==> config.mk <==
export PLATFORM = sky130hd
export DESIGN_NAME = mfsf_status
export DESIGN_NICKNAME = d
export VERILOG_FILES = /design/src/mfsf_pkg.sv /design/src/mfsf_status.sv
export SDC_FILE = /design/constraint.sdc
export NUM_CORES = 1
export LEC_CHECK = 0
export ABC_AREA = 1
export BUFFER_PORTS_ARGS = -buffer_cell sky130_fd_sc_hd__buf_2
export CAP_MARGIN = 5
export CORE_MARGIN = 1
export CORE_UTILIZATION = 25
export CTS_CLUSTER_SIZE = 30
export DETAILED_ROUTE_END_ITERATION = 16
export GPL_TIMING_DRIVEN = 0
export PLACE_DENSITY = 0.5
export SKIP_LAST_GASP = 1
export SLEW_MARGIN = 0
export SYNTH_ARGS = -nofsm -noshare
export SYNTH_HDL_FRONTEND = slang
export SYNTH_SLANG_ARGS = --single-unit
export TNS_END_PERCENT = 50
==> constraint.sdc <==
create_clock -name clk -period 1.5 [get_ports clk]
set_input_delay 0.15 -clock clk [delete_from_list [all_inputs] [get_ports clk]]
set_output_delay 0.15 -clock clk [all_outputs]
set_load 0.05 [all_outputs]
==> src/mfsf_pkg.sv <==
// Package for the memory fault status flags block.
// Assumes a 32-bit classic Wishbone register bus and one 100 MHz clock.
package mfsf_pkg;

	// Register map, byte addresses on the bus
	localparam int          WB_ADR_W     = 8;
	localparam logic [7:0]  OFS_STATUS   = 8'h00;
	localparam logic [7:0]  OFS_FADDR    = 8'h04;

	// Status byte field positions
	localparam int          BIT_ADDR_VAL = 7;
	localparam int          BIT_STACK    = 4;
	localparam int          BIT_UNSTACK  = 3;
	localparam int          BIT_DATA     = 1;
	localparam int          BIT_FETCH    = 0;

	// Implemented bits; 6:5 and 2 stay zero
	localparam logic [7:0]  STATUS_MASK  = 8'h9B;
	localparam logic [7:0]  STATUS_RESET = 8'h00;
	localparam logic [31:0] FADDR_RESET  = 32'h0000_0000;
	localparam logic [31:0] RDATA_ZERO   = 32'h0000_0000;

	// Fault events reported by the core in one cycle
	typedef struct packed {
		logic        stack_err;
		logic        unstack_err;
		logic        data_err;
		logic [31:0] data_addr;
		logic        fetch_issue;
		logic        fetch_xn;
		logic        fetch_mpu_deny;
		logic        mpu_enable;
	} mfsf_core_ev_t;

	// Handling directions returned to the core
	typedef struct packed {
		logic fault_take;
		logic adjust_sp;
		logic save_frame;
		logic pc_at_fault;
	} mfsf_core_resp_t;

endpackage : mfsf_pkg

==> src/mfsf_status.sv <==
// Memory fault status byte, fault address register and Wishbone slave.
// Assumes the core's fault events are synchronous one-cycle pulses.
//
// Notes on behaviour
// - Bit 7 reads one while the fault address register holds a valid address.
// - Every flag stays set until software writes a one to it.
// - Bits 6:5 and 2 are reserved and always read zero.
// - Bit 4 sets when entry stacking hits an access violation.
// - Entry stacking fault: stack pointer still moves, no address captured.
// - Bit 3 sets when return unstacking hits an access violation.
// - Unstacking fault chains: stack untouched, no new frame, no address.
// - Bit 1 sets on a forbidden load or store.
// - Data fault: return PC at faulting instruction, access address captured.
// - Bit 0 sets on a fetch from a non-executable location.
// - Execute-never fetches fault even with protection disabled or absent.
// - Fetch fault: return PC at faulting instruction, address untouched.
// - While bit 7 is set the address register holds the faulting address until a bus write rewrites it.
//
// The implementer's own choices: the register addresses and the Wishbone register port.
`timescale 1ns/1ps

module mfsf_status (
	input  wire logic                         clk,
	input  wire logic                         sys_rst,
	input  wire logic                         wb_cyc_i,
	input  wire logic                         wb_stb_i,
	input  wire logic                         wb_we_i,
	input  wire logic [mfsf_pkg::WB_ADR_W-1:0] wb_adr_i,
	input  wire logic [3:0]                   wb_sel_i,
	input  wire logic [31:0]                  wb_dat_i,
	output logic      [31:0]                  wb_dat_o,
	output logic                              wb_ack_o,
	input  mfsf_pkg::mfsf_core_ev_t           core_ev,
	output mfsf_pkg::mfsf_core_resp_t         core_resp,
	output logic      [7:0]                   mem_fault_status_byte,
	output logic      [31:0]                  mem_fault_address_reg
);

	// Set wins over a one-to-clear in the same cycle
	function automatic logic [7:0] mfsf_w1c(
		input logic [7:0] cur,
		input logic [7:0] set,
		input logic [7:0] clr
	);
		mfsf_w1c = set | (cur & ~clr);
	endfunction : mfsf_w1c

	// Byte-lane merge for a plain read/write word
	function automatic logic [31:0] mfsf_merge(
		input logic [31:0] cur,
		input logic [31:0] wdat,
		input logic [3:0]  sel
	);
		logic [31:0] res;
		res = cur;
		for (int i = 0; i < 4; i++) begin
			if (sel[i]) begin
				res[i*8 +: 8] = wdat[i*8 +: 8];
			end
		end
		mfsf_merge = res;
	endfunction : mfsf_merge

	logic        req;
	logic        wr_status;
	logic        wr_faddr;
	logic        fetch_viol;
	logic [7:0]  set_vec;
	logic [7:0]  clr_vec;
	logic [7:0]  next_status;
	logic [31:0] next_faddr;
	logic        next_ack;
	logic [31:0] next_rdata;
	mfsf_pkg::mfsf_core_resp_t next_resp;

	// New bus request; ack drops for one cycle between requests
	assign req       = wb_cyc_i && wb_stb_i && !wb_ack_o;
	assign wr_status = req && wb_we_i && wb_sel_i[0]
		&& (wb_adr_i == mfsf_pkg::OFS_STATUS);
	assign wr_faddr  = req && wb_we_i
		&& (wb_adr_i == mfsf_pkg::OFS_FADDR);

	// Execute-never wins
	// Protection deny only counts while the unit is enabled
	assign fetch_viol = core_ev.fetch_issue && (core_ev.fetch_xn
		|| (core_ev.mpu_enable && core_ev.fetch_mpu_deny));

	// Event set vector for the status byte
	always_comb begin
		set_vec = 8'h00;
		set_vec[mfsf_pkg::BIT_STACK]    = core_ev.stack_err;
		set_vec[mfsf_pkg::BIT_UNSTACK]  = core_ev.unstack_err;
		set_vec[mfsf_pkg::BIT_DATA]     = core_ev.data_err;
		set_vec[mfsf_pkg::BIT_FETCH]    = fetch_viol;
		// Valid rises with the address capture
		set_vec[mfsf_pkg::BIT_ADDR_VAL] = core_ev.data_err;
	end

	// Only written ones clear; reserved bits never take a one
	assign clr_vec = wr_status
		? (wb_dat_i[7:0] & mfsf_pkg::STATUS_MASK) : 8'h00;

	// Status and address next values
	always_comb begin
		next_status = mfsf_w1c(mem_fault_status_byte, set_vec, clr_vec)
			& mfsf_pkg::STATUS_MASK;
		next_faddr = mem_fault_address_reg;
		if (wr_faddr) begin
			next_faddr = mfsf_merge(mem_fault_address_reg, wb_dat_i,
				wb_sel_i);
		end
		// Address held until the next data fault
		// Software may still rewrite it; the valid bit does not follow
		// Capture the attempted data address; beats a bus write
		// Stacking, unstacking and fetch faults leave it alone
		if (core_ev.data_err) begin
			next_faddr = core_ev.data_addr;
		end
	end

	// Handling directions for the core
	always_comb begin
		next_resp.fault_take  = core_ev.stack_err || core_ev.unstack_err
			|| core_ev.data_err || fetch_viol;
		// Stacking fault still moves the stack pointer
		// Unstacking fault keeps the old frame, no new save
		next_resp.adjust_sp   = !core_ev.unstack_err;
		next_resp.save_frame  = !core_ev.unstack_err;
		// Precise faults point the return PC at the culprit
		next_resp.pc_at_fault = core_ev.data_err || fetch_viol;
	end

	// Read mux and ack; unmapped addresses read zero and still ack
	always_comb begin
		next_ack   = req;
		next_rdata = mfsf_pkg::RDATA_ZERO;
		if (req && !wb_we_i) begin
			if (wb_adr_i == mfsf_pkg::OFS_STATUS) begin
				// Valid bit reported from its own flop
				next_rdata[7:0] = mem_fault_status_byte;
			end else if (wb_adr_i == mfsf_pkg::OFS_FADDR) begin
				next_rdata = mem_fault_address_reg;
			end
		end
	end

	// Register everything; outputs come straight from these flops
	always_ff @(posedge clk) begin
		if (sys_rst) begin
			mem_fault_status_byte <= mfsf_pkg::STATUS_RESET;
			mem_fault_address_reg <= mfsf_pkg::FADDR_RESET;
			wb_ack_o              <= 1'b0;
			wb_dat_o              <= mfsf_pkg::RDATA_ZERO;
			core_resp             <= '0;
		end else begin
			mem_fault_status_byte <= next_status;
			mem_fault_address_reg <= next_faddr;
			wb_ack_o              <= next_ack;
			wb_dat_o              <= next_rdata;
			core_resp             <= next_resp;
		end
	end
endmodule : mfsf_status

==> qor.csv <==
metric,value,unit
outcome,"finished, final reports clean",
tritoncts,built,
worstSetupEndpointType,register,
hp-class,input pin to register,
vias,2997,
clk_pin_slew_worst_paths,0.06,ns
worstSkewPairLatency,0.32,ns
synth_top_area_share,47.7,%
vias_per_cell,4.20,
cts_buffers,9,
track_usage,13.8,%
place.gp.congestion,0.784,
grt_start_max_net_pins,13,
synth.lib_cells_used.distinct,27,
rows,40,
setup.worst_path.class,register to register,
ys.flop_type,dfxtp_1,
maximum_fanout_along_the_worst_path,10,
slew_headroom,61.3,%
antenna_left,0,
critical_path.reg2reg.startpoint,wb_ack_o,
die_ht,113,um
period_minus_slack,1.41,ns
clock_skew,0.00445,ns
first_iteration_detailed_routing_drc_count,114,
crit_arrival,1.63,ns
finalHoldViolations,0,
syn_avg_cell_area,7.94,sq um
place.detailed.hpwl,6.84,mm
globalRoute.totalOverflow,0,
diode_count,0,
worst-endpoint-required,1.72,ns
setup.worst_path.start,wb_ack_o,
port_buffers,159,
worst_path_max_delay_cell,dfxtp_1,
netlist_instances,386,
antenna_found_initial,0,
setup_violations,0,
cts_h_tree_depth,3,
path_cells,inv_1 > nand3_2 > nor2_4 > nand3_2 > nand2_4 > buf_12 > nand2_1 > nand2_1 > nor2_1,
synth_edf_count,0,
finalCritPeriodShare,94.2,%
synth.cell_area,0.00307,sq mm
r2r_setup_slack,0.09,ns
clock_sink_count,73,
endpoint,mem_fault_address_reg[23],
place_inst,694,
worst_r2r_path_depth,9,
via_count_of_the_first_global_routing_pass,2799,
maxCapViolCount,0,
cts_root_buffer,clkbuf_16,
timing.critical_path.from_type,register,
seq_area_frac_synth,47.7,%
leakagePower,2.37,nW
drcViolationCount,0,
die_width,113,um
reg2reg_to,mem_fault_address_reg[23],
ir_drop,0.000628,V
areaGrowthSynthToFinish,43.4,%
total_power,5.15,mW
fmax,708,MHz
dieArea,0.0127,sq mm
post-synth-top-count-cell,nand2_1,
power_density,1170,mW/mm^2
number_of_slew_limit_violations_in_the_final_report,0,
ys_async_sr_fraction,0,%
cts.repair.resized,0,
routed_wirelength,8.77,mm
proportion_of_layout_cells_with_a_drive_suffix_above_1,37.9,%
start_util,25.6,%
design.core.area,0.0120,sq mm
tightest_slew,0.581,ns
drt-wirelength-per-cell,12.3,um
cp_slowest_stage_delay,0.31,ns
unrepaired_setup_endpoints_after_global_routing,true,
ios,165,
synth_top_cells_by_count,"nand2_1, nor2_1, dfxtp_1",
synth.top_cells.by_area,"dfxtp_1, nand2_1, nor2_1",
drt_pre_antenna_iters,4,
postSynthRegisterBits,73,
grt_pass1_wl,13.6,mm
post_layout_nonfiller_instances,714,
fin_nets,650,
post-synth-top-area-cell,dfxtp_1,
cts-root-to-sink-buffers,2,
yosys_warnings,0,
worst_hold_path_startpoint,core_ev[38],
[worst max-delay path: cells and delay by family (launching register included)]
family        cells  cell delay [ns]
simple gates      7             0.79
flops             1             0.31
buf+inv           2             0.20
[placed cells by master, fill, tap and decap left out, types with 5 or more instances in the layout]
master and count:
buf_2 165, mux2i_1 24, nand2_4 5, clkbuf_16 9, nor2_2 7, inv_1 40
a21oi_1 14, nand2_1 89, dfxtp_1 73, buf_4 7, nor2_1 76, nand3_1 20
[routing by layer]
metal / global-route usage (%) / up-vias / wire (um)
li1: - / 1536 / -
met3: 2.89 / 11 / 316
met1: 16.3 / 1371 / 3870
met4: 5.07 / 0 / 143
met5: 0 / - / 0
met2: 24.8 / 79 / 4440
[worst min path at each step]
stage | end | slack [ns] | cells after the start
after floorplan | core_resp[1] | 0.22 | 1
after global placement | core_resp[1] | 0.33 | 2
after detailed placement | core_resp[1] | 0.33 | 2
after CTS | mem_fault_status_byte[4] | 0.11 | 3
after global routing | mem_fault_status_byte[4] | 0.14 | 3
final | mem_fault_status_byte[4] | 0.13 | 3
[per-stage QoR]
| step | hold WS [ns] | util [%] | instance area (sq um) | worst slack (ns) | setup TNS [ns] |
|---|---|---|---|---|---|
| after global placement | 0.333 | 33.9 | 4050 | 0.0618 | 0 |
| after detailed placement | 0.326 | 33.9 | 4050 | 0.0310 | 0 |
| after floorplan | 0.222 | - | 3070 | 0.0191 | 0 |
| after CTS | 0.110 | 36.6 | 4370 | 0.0148 | 0 |
| after global routing | 0.141 | 36.8 | 4400 | -0.0204 | -0.0448 |
| final | 0.130 | 36.8 | 4400 | 0.0874 | 0 |
[cells by family after synthesis]
family | Yosys count | synth area share, %
muxes | 24 | 7.84
and+or+nand+nor | 208 | 30.7
DFF | 73 | 47.7
AOI/OAI and AO/OA | 20 | 3.47
buffers and inverters | 60 | 10.2
other | 1 | 0.122
[timing repair]
item,in CTS,in global routing
hold buffers,1,0
buffers inserted,0,3
hold endpoints to repair,1,0
endpoints found under the setup margin,0,24
[where the power goes]
part / internal, mW / switching [mW] / leakage (nW)
clock network: 1.45 / 0.790 / 0.152
registers: 2.02 / 0.0525 / 0.598
logic: 0.273 / 0.567 / 1.62
total: 3.74 / 1.41 / 2.37
[layout make-up]
cell class	instances	area, sq um
Inverter	41	154
Buffer	19	158
Multi-Input combinational cell	255	1300
Tap cell	147	184
Clock inverter	6	82.6
Sequential cell	73	1460
Timing Repair Buffer	163	828
Clock buffer	10	229
Fill cell	1263	7560
Note: power is estimated with default switching activity, not from simulation.
